==> config.mk <==
export PLATFORM = sky130hd
export DESIGN_NAME = blit_misc_command_decoder
export DESIGN_NICKNAME = d
export VERILOG_FILES = /design/src/verilog/blit_misc_pkg.sv /design/src/verilog/blit_misc_command_decoder.sv /design/src/verilog/misc_header_decode.sv
export SDC_FILE = /design/constraint.sdc
export NUM_CORES = 1
export LEC_CHECK = 0
export BUFFER_PORTS_ARGS = -buffer_cell sky130_fd_sc_hd__buf_2
export CAP_MARGIN = 20
export CORE_MARGIN = 4
export CORE_UTILIZATION = 55
export DETAILED_ROUTE_END_ITERATION = 8
export PLACE_DENSITY = 0.78
export SKIP_LAST_GASP = 1
export SYNTH_ARGS = -nofsm -noshare
export SYNTH_HDL_FRONTEND = slang
export SYNTH_HIERARCHICAL = 1
export SYNTH_SLANG_ARGS = --single-unit
==> constraint.sdc <==
create_clock -name CLK -period 2.7 [get_ports CLK]
set_input_delay 0.135 -clock CLK [delete_from_list [all_inputs] [get_ports CLK]]
set_output_delay 0.135 -clock CLK [all_outputs]
set_load 0.02 [all_outputs]
==> src/verilog/blit_misc_pkg.sv <==
// Shared constants and types of the miscellaneous command decoder.
package blit_misc_pkg;

    typedef logic [31:0] dword_type;
    typedef logic [11:0] apb_addr_type;

    // ------------------------------------------------------------------
    // Header layout
    // ------------------------------------------------------------------
    localparam int CLASS_HI = 31;
    localparam int CLASS_LO = 29;
    localparam int OP_HI = 28;
    localparam int OP_LO = 23;
    localparam logic [2:0] MISC_CLASS = 3'h0;
    localparam logic [5:0] OP_PAD = 6'h00;
    localparam logic [5:0] OP_HEAD = 6'h07;
    localparam logic [5:0] OP_MBOX = 6'h16;
    localparam logic [5:0] OP_STORE = 6'h24;
    localparam int TAG_EN_BIT = 22;
    localparam int TAG_W = 22;
    localparam int SEM_UPDATE_BIT = 21;
    localparam int SEM_COMPARE_BIT = 20;
    localparam int SEM_REG_BIT = 18;
    localparam int STORE_GLOBAL_BIT = 22;
    localparam int LEN_HI = 7;
    localparam int LEN_LO = 0;
    localparam logic [7:0] STORE_LEN = 8'h01;
    localparam int REG_ADDR_HI = 22;
    localparam int REG_ADDR_LO = 2;
    localparam int MEM_ADDR_HI = 31;
    localparam int MEM_ADDR_LO = 2;

    // ------------------------------------------------------------------
    // Register map
    // ------------------------------------------------------------------
    localparam apb_addr_type CTRL_OFS = 12'h000;
    localparam apb_addr_type STATUS_OFS = 12'h004;
    localparam apb_addr_type TAG_OFS = 12'h008;
    localparam apb_addr_type HEAD_ADDR_OFS = 12'h00c;
    localparam int CTRL_CTX_EN_BIT = 0;
    localparam dword_type CTRL_RESET = 32'h0000_0000;
    localparam dword_type HEAD_ADDR_RESET = 32'h0000_0000;
    localparam logic [TAG_W-1:0] TAG_RESET = 22'h00_0000;
    localparam int STAT_STATE_LO = 0;
    localparam int STAT_CTX_BIT = 3;
    localparam int STAT_BUSY_BIT = 4;
    localparam int STAT_WAITS_LO = 16;

    // ------------------------------------------------------------------
    // Enumerations
    // ------------------------------------------------------------------
    typedef enum logic [2:0] {
        ST_IDLE = 3'b000,
        ST_DW1 = 3'b001,
        ST_DW2 = 3'b011,
        ST_READ = 3'b010,
        ST_WRITE = 3'b110,
        ST_PASS = 3'b111,
        ST_CTX = 3'b101
    } state_type;

    typedef enum logic [2:0] {
        CMD_OTHER = 3'h0,
        CMD_PAD = 3'h1,
        CMD_HEAD = 3'h2,
        CMD_MBOX = 3'h3,
        CMD_STORE = 3'h4
    } cmd_type;

endpackage : blit_misc_pkg

==> src/verilog/blit_misc_command_decoder.sv <==
// Decoder for the pad, head report, mailbox semaphore and store commands.
`timescale 1ns/1ps

module blit_misc_command_decoder (
    input wire logic CLK,
    input wire logic RST_N,
    input wire logic PSEL,
    input wire logic PENABLE,
    input wire logic PWRITE,
    input wire blit_misc_pkg::apb_addr_type PADDR,
    input wire blit_misc_pkg::dword_type PWDATA,
    output blit_misc_pkg::dword_type PRDATA,
    output logic PREADY,
    output logic PSLVERR,
    input wire logic CMD_VALID,
    input wire blit_misc_pkg::dword_type CMD_DATA,
    input wire logic CMD_FROM_BATCH,
    input wire logic CMD_BATCH_SECURE,
    output logic CMD_READY,
    output logic PASS_VALID,
    output blit_misc_pkg::dword_type PASS_DATA,
    input wire logic PASS_READY,
    input wire logic PASS_RELEASE,
    input wire blit_misc_pkg::dword_type RING_HEAD,
    output logic RD_REQ,
    output blit_misc_pkg::dword_type RD_ADDR,
    output logic RD_IS_REG,
    input wire logic RD_ACK,
    input wire blit_misc_pkg::dword_type RD_DATA,
    output logic WR_REQ,
    output blit_misc_pkg::dword_type WR_ADDR,
    output blit_misc_pkg::dword_type WR_DATA,
    output logic WR_IS_REG,
    output logic WR_SNOOP,
    output logic WR_GLOBAL,
    input wire logic WR_ACK,
    output logic CTX_SWITCH_REQ,
    input wire logic CTX_ACK,
    output logic [blit_misc_pkg::TAG_W-1:0] STREAM_TAG
);
    import blit_misc_pkg::*;

    // ------------------------------------------------------------------
    // Declarations
    // ------------------------------------------------------------------
    state_type state_q;
    cmd_type kind_q;
    cmd_type hdr_kind;
    dword_type hdr_q;
    dword_type dw1_q;
    logic nonsecure_q;
    logic cmd_ready_q;
    logic pass_valid_q;
    dword_type pass_data_q;
    logic release_q;
    logic rd_req_q;
    dword_type rd_addr_q;
    logic rd_is_reg_q;
    logic wr_req_q;
    dword_type wr_addr_q;
    dword_type wr_data_q;
    logic wr_is_reg_q;
    logic wr_snoop_q;
    logic wr_global_q;
    logic ctx_req_q;
    logic [TAG_W-1:0] tag_q;
    dword_type ctrl_q;
    dword_type head_addr_q;
    logic [15:0] waits_q;
    dword_type prdata_q;
    logic pready_q;
    logic pslverr_q;
    logic take;
    logic sem_fail;
    dword_type status_word;
    dword_type read_mux;
    logic mapped;

    assign take = CMD_VALID && cmd_ready_q;
    assign sem_fail = (state_q == ST_READ) && RD_ACK && (kind_q == CMD_MBOX)
        && hdr_q[SEM_COMPARE_BIT] && !(RD_DATA > dw1_q);

    misc_header_decode u_decode (
        .header(CMD_DATA),
        .kind(hdr_kind)
    );

    // ------------------------------------------------------------------
    // Command sequencer
    // ------------------------------------------------------------------
    // Ready is dropped for every multi-cycle action so that nothing else
    // is fetched while a read, write or pass-through is outstanding.
    always_ff @(posedge CLK or negedge RST_N) begin
        if (!RST_N) begin
            state_q <= ST_IDLE;
            kind_q <= CMD_OTHER;
            hdr_q <= 32'h0000_0000;
            dw1_q <= 32'h0000_0000;
            nonsecure_q <= 1'b0;
            cmd_ready_q <= 1'b0;
            pass_valid_q <= 1'b0;
            pass_data_q <= 32'h0000_0000;
            rd_req_q <= 1'b0;
            rd_addr_q <= 32'h0000_0000;
            rd_is_reg_q <= 1'b0;
            wr_req_q <= 1'b0;
            wr_addr_q <= 32'h0000_0000;
            wr_data_q <= 32'h0000_0000;
            wr_is_reg_q <= 1'b0;
            wr_snoop_q <= 1'b0;
            wr_global_q <= 1'b0;
            ctx_req_q <= 1'b0;
        end else begin
            case (state_q)
                ST_IDLE: begin
                    cmd_ready_q <= 1'b1;
                    if (take) begin
                        hdr_q <= CMD_DATA;
                        kind_q <= hdr_kind;
                        nonsecure_q <= CMD_FROM_BATCH && !CMD_BATCH_SECURE;
                        case (hdr_kind)
                            CMD_PAD: state_q <= ST_IDLE;
                            CMD_HEAD: begin
                                wr_req_q <= 1'b1;
                                wr_addr_q <= head_addr_q;
                                wr_data_q <= RING_HEAD;
                                wr_is_reg_q <= 1'b0;
                                wr_snoop_q <= 1'b1;
                                wr_global_q <= 1'b1;
                                cmd_ready_q <= 1'b0;
                                state_q <= ST_WRITE;
                            end
                            CMD_MBOX, CMD_STORE: state_q <= ST_DW1;
                            default: begin
                                pass_valid_q <= 1'b1;
                                pass_data_q <= CMD_DATA;
                                cmd_ready_q <= 1'b0;
                                state_q <= ST_PASS;
                            end
                        endcase
                    end
                end
                ST_DW1: begin
                    if (take) begin
                        dw1_q <= CMD_DATA;
                        state_q <= ST_DW2;
                    end
                end
                ST_DW2: begin
                    if (take) begin
                        cmd_ready_q <= 1'b0;
                        if (kind_q == CMD_STORE) begin
                            // Three dwords in all, the default length.
                            rd_req_q <= 1'b1;
                            rd_addr_q <= {9'h000,
                                dw1_q[REG_ADDR_HI:REG_ADDR_LO],
                                2'b00};
                            rd_is_reg_q <= 1'b1;
                            wr_addr_q <= {CMD_DATA[MEM_ADDR_HI:MEM_ADDR_LO],
                                2'b00};
                            state_q <= ST_READ;
                        end else if (hdr_q[SEM_COMPARE_BIT]
                            || hdr_q[SEM_UPDATE_BIT]) begin
                            rd_req_q <= 1'b1;
                            rd_addr_q <= {CMD_DATA[MEM_ADDR_HI:MEM_ADDR_LO],
                                2'b00};
                            rd_is_reg_q <= hdr_q[SEM_REG_BIT];
                            state_q <= ST_READ;
                        end else begin
                            cmd_ready_q <= 1'b1;
                            state_q <= ST_IDLE;
                        end
                    end
                end
                ST_READ: begin
                    if (RD_ACK) begin
                        rd_req_q <= 1'b0;
                        if (kind_q == CMD_STORE) begin
                            wr_req_q <= 1'b1;
                            wr_data_q <= RD_DATA;
                            wr_is_reg_q <= 1'b0;
                            wr_snoop_q <= 1'b1;
                            wr_global_q <= hdr_q[STORE_GLOBAL_BIT]
                                && !nonsecure_q;
                            state_q <= ST_WRITE;
                        end else if (hdr_q[SEM_COMPARE_BIT]) begin
                            if (RD_DATA > dw1_q) begin
                                cmd_ready_q <= 1'b1;
                                state_q <= ST_IDLE;
                            end else if (ctrl_q[CTRL_CTX_EN_BIT]) begin
                                ctx_req_q <= 1'b1;
                                state_q <= ST_CTX;
                            end else begin
                                rd_req_q <= 1'b1;
                            end
                        end else begin
                            wr_req_q <= 1'b1;
                            wr_addr_q <= rd_addr_q;
                            wr_data_q <= RD_DATA + 32'h0000_0001;
                            wr_is_reg_q <= rd_is_reg_q;
                            wr_snoop_q <= !rd_is_reg_q;
                            wr_global_q <= 1'b1;
                            state_q <= ST_WRITE;
                        end
                    end
                end
                ST_WRITE: begin
                    if (WR_ACK) begin
                        wr_req_q <= 1'b0;
                        cmd_ready_q <= 1'b1;
                        state_q <= ST_IDLE;
                    end
                end
                ST_CTX: begin
                    // The wait is polled again once the switch is granted.
                    if (CTX_ACK) begin
                        ctx_req_q <= 1'b0;
                        rd_req_q <= 1'b1;
                        state_q <= ST_READ;
                    end
                end
                ST_PASS: begin
                    if (pass_valid_q) begin
                        if (PASS_READY) begin
                            pass_valid_q <= 1'b0;
                            cmd_ready_q <= 1'b1;
                        end
                    end else if (release_q) begin
                        state_q <= ST_IDLE;
                    end else if (take) begin
                        pass_valid_q <= 1'b1;
                        pass_data_q <= CMD_DATA;
                        cmd_ready_q <= 1'b0;
                    end
                end
                default: begin
                    state_q <= ST_IDLE;
                    cmd_ready_q <= 1'b0;
                end
            endcase
        end
    end

    // ------------------------------------------------------------------
    // Pass-through release
    // ------------------------------------------------------------------
    // A release that lands in the very cycle of the clear is kept.
    always_ff @(posedge CLK or negedge RST_N) begin
        if (!RST_N) begin
            release_q <= 1'b0;
        end else if (PASS_RELEASE) begin
            release_q <= 1'b1;
        end else if (state_q == ST_PASS && !pass_valid_q) begin
            release_q <= 1'b0;
        end
    end

    // ------------------------------------------------------------------
    // Stream tag and wait statistics
    // ------------------------------------------------------------------
    always_ff @(posedge CLK or negedge RST_N) begin
        if (!RST_N) begin
            tag_q <= TAG_RESET;
        end else if (state_q == ST_IDLE && take && hdr_kind == CMD_PAD
            && CMD_DATA[TAG_EN_BIT]) begin
            tag_q <= CMD_DATA[TAG_W-1:0];
        end
    end

    always_ff @(posedge CLK or negedge RST_N) begin
        if (!RST_N) begin
            waits_q <= 16'h0000;
        end else if (sem_fail) begin
            waits_q <= waits_q + 16'h0001;
        end
    end

    // ------------------------------------------------------------------
    // APB slave
    // ------------------------------------------------------------------
    // Read data is captured in the setup cycle, so every access finishes
    // without wait states.
    always_comb begin
        status_word = 32'h0000_0000;
        status_word[STAT_STATE_LO +: 3] = state_q;
        status_word[STAT_CTX_BIT] = ctx_req_q;
        status_word[STAT_BUSY_BIT] = (state_q != ST_IDLE);
        status_word[STAT_WAITS_LO +: 16] = waits_q;
        mapped = 1'b1;
        read_mux = 32'h0000_0000;
        case (PADDR)
            CTRL_OFS: read_mux = ctrl_q;
            STATUS_OFS: read_mux = status_word;
            TAG_OFS: read_mux = {10'h000, tag_q};
            HEAD_ADDR_OFS: read_mux = head_addr_q;
            default: mapped = 1'b0;
        endcase
    end

    always_ff @(posedge CLK or negedge RST_N) begin
        if (!RST_N) begin
            prdata_q <= 32'h0000_0000;
            pslverr_q <= 1'b0;
            pready_q <= 1'b0;
        end else begin
            pready_q <= 1'b1;
            if (PSEL && !PENABLE) begin
                prdata_q <= PWRITE ? 32'h0000_0000 : read_mux;
                pslverr_q <= !mapped;
            end
        end
    end

    always_ff @(posedge CLK or negedge RST_N) begin
        if (!RST_N) begin
            ctrl_q <= CTRL_RESET;
            head_addr_q <= HEAD_ADDR_RESET;
        end else if (PSEL && PENABLE && PWRITE && pready_q) begin
            if (PADDR == CTRL_OFS) begin
                ctrl_q <= PWDATA;
            end
            if (PADDR == HEAD_ADDR_OFS) begin
                head_addr_q <= {PWDATA[MEM_ADDR_HI:MEM_ADDR_LO], 2'b00};
            end
        end
    end

    // ------------------------------------------------------------------
    // Outputs
    // ------------------------------------------------------------------
    assign PRDATA = prdata_q;
    assign PREADY = pready_q;
    assign PSLVERR = pslverr_q;
    assign CMD_READY = cmd_ready_q;
    assign PASS_VALID = pass_valid_q;
    assign PASS_DATA = pass_data_q;
    assign RD_REQ = rd_req_q;
    assign RD_ADDR = rd_addr_q;
    assign RD_IS_REG = rd_is_reg_q;
    assign WR_REQ = wr_req_q;
    assign WR_ADDR = wr_addr_q;
    assign WR_DATA = wr_data_q;
    assign WR_IS_REG = wr_is_reg_q;
    assign WR_SNOOP = wr_snoop_q;
    assign WR_GLOBAL = wr_global_q;
    assign CTX_SWITCH_REQ = ctx_req_q;
    assign STREAM_TAG = tag_q;

endmodule : blit_misc_command_decoder

==> src/verilog/misc_header_decode.sv <==
// Header classifier for the miscellaneous command decoder.
`timescale 1ns/1ps
module misc_header_decode (
    input wire blit_misc_pkg::dword_type header,
    output blit_misc_pkg::cmd_type kind
);
    import blit_misc_pkg::*;

    always_comb begin
        kind = CMD_OTHER;
        if (header[CLASS_HI:CLASS_LO] == MISC_CLASS) begin
            case (header[OP_HI:OP_LO])
                OP_PAD: kind = CMD_PAD;
                OP_HEAD: kind = CMD_HEAD;
                OP_MBOX: kind = CMD_MBOX;
                OP_STORE: kind = CMD_STORE;
                default: kind = CMD_OTHER;
            endcase
        end
    end

endmodule : misc_header_decode

---- Word-level counts from Yosys, hierarchy flattened ----
Index checks and enable logic that the tools add are counted.
cells by class
  $add $sub $neg .......................... 2
  multipliers ............................. 0
  div/mod/pow operators ................... 0
  $lt $le $gt $ge ......................... 1
  equality and inequality tests ........... 43
  shift-type cells ........................ 0
  mux-type cells .......................... 106
  bitwise operators ....................... 1
  reductions and logical operators ........ 55
operator list
  cell                                                                     number
  32-bit two-way mux                                                       20
  32-bit one-hot mux with 2 select lines                                   2
  32-bit one-hot mux with 4 select lines                                   1
  32-bit one-hot mux with 3 select lines                                   1
  1-bit two-way mux                                                        56
  3-bit two-way mux                                                        13
  2-bit != test (second input constant)                                    17
  32-bit by 1-bit adder with 32-bit output (second input constant)         1
  32-bit greater-than comparator                                           1
  12-bit by 4-bit equality test with 1-bit output (second input constant)  2
  3-bit one-hot mux with 7 select lines                                    1
  16-bit by 1-bit adder with 16-bit output (second input constant)         1
  3-bit by 2-bit equality test with 1-bit output (second input constant)   5
  3-bit equality test (second input constant)                              5
  1-bit logical AND                                                        15
  12-bit by 3-bit equality test with 1-bit output (second input constant)  1
  12-bit zero test                                                         1
  3-bit != test (second input constant)                                    4
  3-bit one-hot mux with 4 select lines                                    1
  6-bit AND reduction                                                      2
  3-bit nonzero test                                                       4
  1-bit one-hot mux with 2 select lines                                    5
  10-bit AND reduction                                                     1
  5-bit AND reduction                                                      2
  25 further kinds                                                         46
word-level totals
  flip-flop bits (word level) ............. 334
  latch bits .............................. 0
  RAM bits ................................ 0
  memory bits (read-only) ................. 0
  bits of input ports ..................... 153
  output and inout bits ................... 193
  memories kept ........................... 0

---- Longest topological paths before layout ----
  word-level depth ........................ 8
  depth in mapped cells ................... 10

---- Modules after synthesis ----
Netlist, hierarchy kept.
modules (own cells, without submodules)
  module                     times used  cells an instance  area an instance (sq um)  sequential area each (sq um)
  blit_misc_command_decoder  1           1364               15424.8                   7782.5
  misc_header_decode         1           9                  78.8                      0.0

---- Worst setup path after synthesis ----
OpenSTA, ideal clock, no wires.
  path kind ............................... input -> register
  start point ............................. input CMD_DATA[26]
  end point ............................... register pass_data_q[0], in the netlist PASS_DATA[0]
  setup time .............................. 0.125 ns
  arrival ................................. 2.414 ns
  data required time ...................... 2.575 ns
  slack ................................... 0.161 ns
  stages .................................. 8
  path through ............................ or4_4 > a2111oi_2 > nor2_1 > xnor2_1 > o32ai_1 > nand2_1 > buf_1 > mux2_2
between the ends
  cells in the longest elaborated chain, start to end .. 7
  elaborated cells on any way between the ends .. 13
  those cells by class .................... eq/ne (8); mux (2); reduce/logical (3)
ends and longest elaborated chain
  element                                                                       line                              RTL
  start, declared                                                               blit_misc_command_decoder.sv:16   input wire blit_misc_pkg::dword_type CMD_DATA,
  6-bit equality test, or another cell as far along                             misc_header_decode.sv:12          case (header[OP_HI:OP_LO])
  3-bit one-hot mux with 4 select lines (*)                                     misc_header_decode.sv:12
  3-bit two-way mux (*)                                                         misc_header_decode.sv:11          if (header[CLASS_HI:CLASS_LO] == MISC_CLASS) begin
  net hdr_kind[0]                                                               blit_misc_command_decoder.sv:48   cmd_type hdr_kind;
  3-bit by 1-bit equality test with 1-bit output, or another cell as far along  blit_misc_command_decoder.sv:121  case (hdr_kind)
  4-bit OR reduction (no line) (*)                                              -
  2-bit != test (no line) (*)                                                   -
  6-bit AND reduction (no line) (*)                                             -
  end signal, assigned                                                          blit_misc_command_decoder.sv:102  pass_data_q <= 32'h0000_0000;
  end signal, assigned                                                          blit_misc_command_decoder.sv:136  pass_data_q <= CMD_DATA;
  end signal, assigned                                                          blit_misc_command_decoder.sv:232  pass_data_q <= CMD_DATA;
  end, declared                                                                 blit_misc_command_decoder.sv:54   dword_type pass_data_q;
The timed path passes the listed nets; every way through them passes the cells marked *.
A chain may end at the register's enable or synchronous reset.

---- Worst setup path in the final report ----
  start point ............................. input CMD_DATA[27]
  end point ............................... register pass_data_q[26], in the netlist PASS_DATA[26]
The elaborated chain is that of the path after synthesis.

==> results.toml <==
[clocking]
clkSinkCount = 311
clockRootBuffer = "clkbuf_16"
cts_max_level = 2
clk_pin_slew_ps = 60
numCtsBuffers = 34
clockBufferDepth = 3
clock_latency_ps = 510
cts_tree = "done"

[setup_path]
cpMaxStageDelayCell = "dlygate4sd3_1"
reg2reg_to = "waits_q[1]$_DFFE_PN0P_"
worstPathCellList = "dlygate4sd3_1 -> or3_4 -> a2111oi_4 -> buf_4 -> nor2_1 -> xnor2_1 -> o32ai_2 -> nand2_2 -> clkbuf_16 -> mux2_2"
worstSetupPathType = "in2reg"
rr_startpoint = "dw1_q[27]$_DFFE_PN0P_"
required_ps = 3080
crit_path_end = "PASS_DATA[26]$_DFFE_PN0P_"
r2r_cells = 9
critPathMaxStageDelay_ps = 650
cp-end-kind = "flip-flop"
worstPathArrival_ps = 2990
r2r_setup_slack_ps = 160
crit_fanout = 8
worstSetupStartpoint = "CMD_DATA[27]"
startpoint_type = "input pin"

[yosys]
synth_edf_count = 0
synth-seq-cells = 311
syn_area_per_cell_sq_um = 11.3
synth_area_leader_cell = "dfrtp_1"
synth_compound_area_share_pct = 9.06
synth.most_common_cell = "dfrtp_1"
yosys.area_share.simple_pct = 11.1
synthCells = 1373
synth_top_family_by_area = "multiplexers"
synth_area_sq_mm = 0.0155
synth_common_cells = "dfrtp_1 (311), nand2_1 (180), mux2_2 (177), o21ai_0 (112), mux2i_1 (71)"
synthTopCellsByArea = "dfrtp_1 (50%), mux2_2 (13%), mux2i_1 (4.6%)"
synth_xor_area_share_pct = 2.60
ys_seq_area_share_pct = 50.2
synth-adder-area-share_pct = 2.74
postSynth.asyncResetShare_pct = 100
synthMuxAreaShare_pct = 20.8
synth_top_area_share_pct = 50.2
ys_types = 75
yosys_warnings = 6
synth_ff_type = "dfrtp_1"

[grt]
antenna_found_initial = 0
grt_max_degree = 89
grt_pass1_wl_um = 72100
grt.total_usage_pct = 29.3
grt_pass1_vias = 13222
grt-ovfl-total = 0

[layout]
instances_no_fill = 2212
fin_nets = 1999
syn_to_final_growth_pct = 28.9
final_util_pct = 71.9
fillers = 1917
drive_gt1_share_pct = 36.8

[route]
drt_iter0_drc = 989
wl_per_cell_um = 21.4
vias_per_cell = 5.78
wirelength_um = 47400
drt_pass1_iterations = 5
ant_nets = 0
routed-via-count = 12786
drcViolationCount = 0

[floorplan]
std_cell_rows = 61
die_w_um = 176
core_sq_mm = 0.0278
fp.dieH_um = 176
start_util_pct = 55.8
dieArea_sq_mm = 0.0309
pin_count = 346

[sta]
finalMaxSlewViolations = 0
finalHoldViolCount = 0
slew_headroom_pct = 41.7
setup_slack_ps = 83.0
fmax_mhz = 382
finClkSkew_ps = 18.7
setup-violations-final = 0
whs_ps = 21.7
worst_pin_slew_ps = 875
fin_crit_ps = 2620
period_share_pct = 96.9
rsz0062_at_grt = "false"
finalSetupTns_ps = 0

[power_and_ir_drop]
ir_worst_vdd_mv = 0.677
p_leak_uw = 0.0100
power_density_mw_per_mm2 = 944

[flow_run]
max_cap_violations = 0

[placed_design]
port_buffers = 341
place_ws_ps = 21.1
dp.cells = 2054
hpwl_um = 32300
globalplace.congestion = 0.908

[worst_hold_path]
hold_path.class = "in2reg"

[outcome]
outcome = "finished clean"
layer usage:
metal	track usage, %	wire, um	vias up
li1	-	-	5773
met1	36.1	18500	6368
met2	51.4	23600	519
met3	6.07	3450	126
met4	10.4	1800	0
met5	0	0	-
layout by cell type, fill, tap and decap left out, drive strengths merged, types with 40 or more instances in the layout:
master       netlist  final
nand2            184    184
nor2              45     45
mux2i             71     71
mux2             198    198
o21ai            115    115
clkbuf            40     55
dlygate4sd3        0     94
buf               40    381
dfrtp            311    311
inv               39     40
a21oi             48     48
how the worst min path moves through the flow:
stage / endpoint / from / depth (start not counted) / slack [ps]
after floorplan: CMD_READY$_DFFE_PN0P_ / RST_N / 0 / -160
after global placement: WR_DATA[25]$_DFFE_PN0P_ / RST_N / 1 / 40
after detailed placement: WR_DATA[27]$_DFFE_PN0P_ / RST_N / 1 / 40
after CTS: STREAM_TAG[14]$_DFFE_PN0P_ / CMD_DATA[14] / 2 / 2
after global routing: STREAM_TAG[14]$_DFFE_PN0P_ / CMD_DATA[14] / 2 / 10
final: WR_DATA[26]$_DFFE_PN0P_ / RD_DATA[26] / 3 / 20
worst max-delay path, delay by kind of cell:
family	cells	cell delay (ps)
buf+inv	3	1070
simple gates	3	720
compound gates	2	470
mux	1	340
xor+xnor	1	250
registers in the layout, indices dropped and copies added, names as in the netlist, 3 cells and up:
signal / cells
state_q: 3
ctrl_q: 32
RD_ADDR: 30
WR_DATA: 32
STREAM_TAG: 22
waits_q: 16
head_addr_q: 30
hdr_q: 4
dw1_q: 32
PRDATA: 32
WR_ADDR: 30
kind_q: 3
PASS_DATA: 32
cell type report:
cell class              count  area (sq um)  share of cell area, %
multi-input cells         945          7280                   36.4
well taps                 378           473                   2.37
clock buffers              52          1020                   5.10
inverters                  39           146                  0.733
diodes                      1          2.50                 0.0125
repair buffers            481          3200                   16.0
flip-flops and latches    311          7780                   39.0
clock inverters             5          78.8                  0.395
report_power, final:
| part | switching, uW | total (uW) | internal (uW) |
|---|---|---|---|
| Combinational | 4470 | 7440 | 2970 |
| Clock | 1840 | 4630 | 2780 |
| Sequential | 907 | 6780 | 5880 |
through the flow:
stage	area [sq um]	total power [uW]
floorplan	15500	11300
global route	20000	19800
detailed placement	17800	13900
finish	20000	18900
global placement	17800	13600
CTS	19800	18700
cell families (layout without fill, tap and decap cells):
group / after synthesis / in the layout
AO/OA/AOI/OAI: 232 / 232
other: 2 / 6
XOR/XNOR: 46 / 46
buffers and inverters: 120 / 577
adder cells (fa/ha/maj): 34 / 34
multiplexers: 278 / 278
AND/OR/NAND/NOR: 350 / 350
flip-flops: 311 / 311
timing repair:
item	4_1_cts	5_1_grt
hold buffers	97	0
setup endpoints to repair	0	76
gates resized for setup	0	12
hold endpoints to repair	430	0
buffers inserted	0	3
Note: power is estimated with default switching activity, not from simulation.
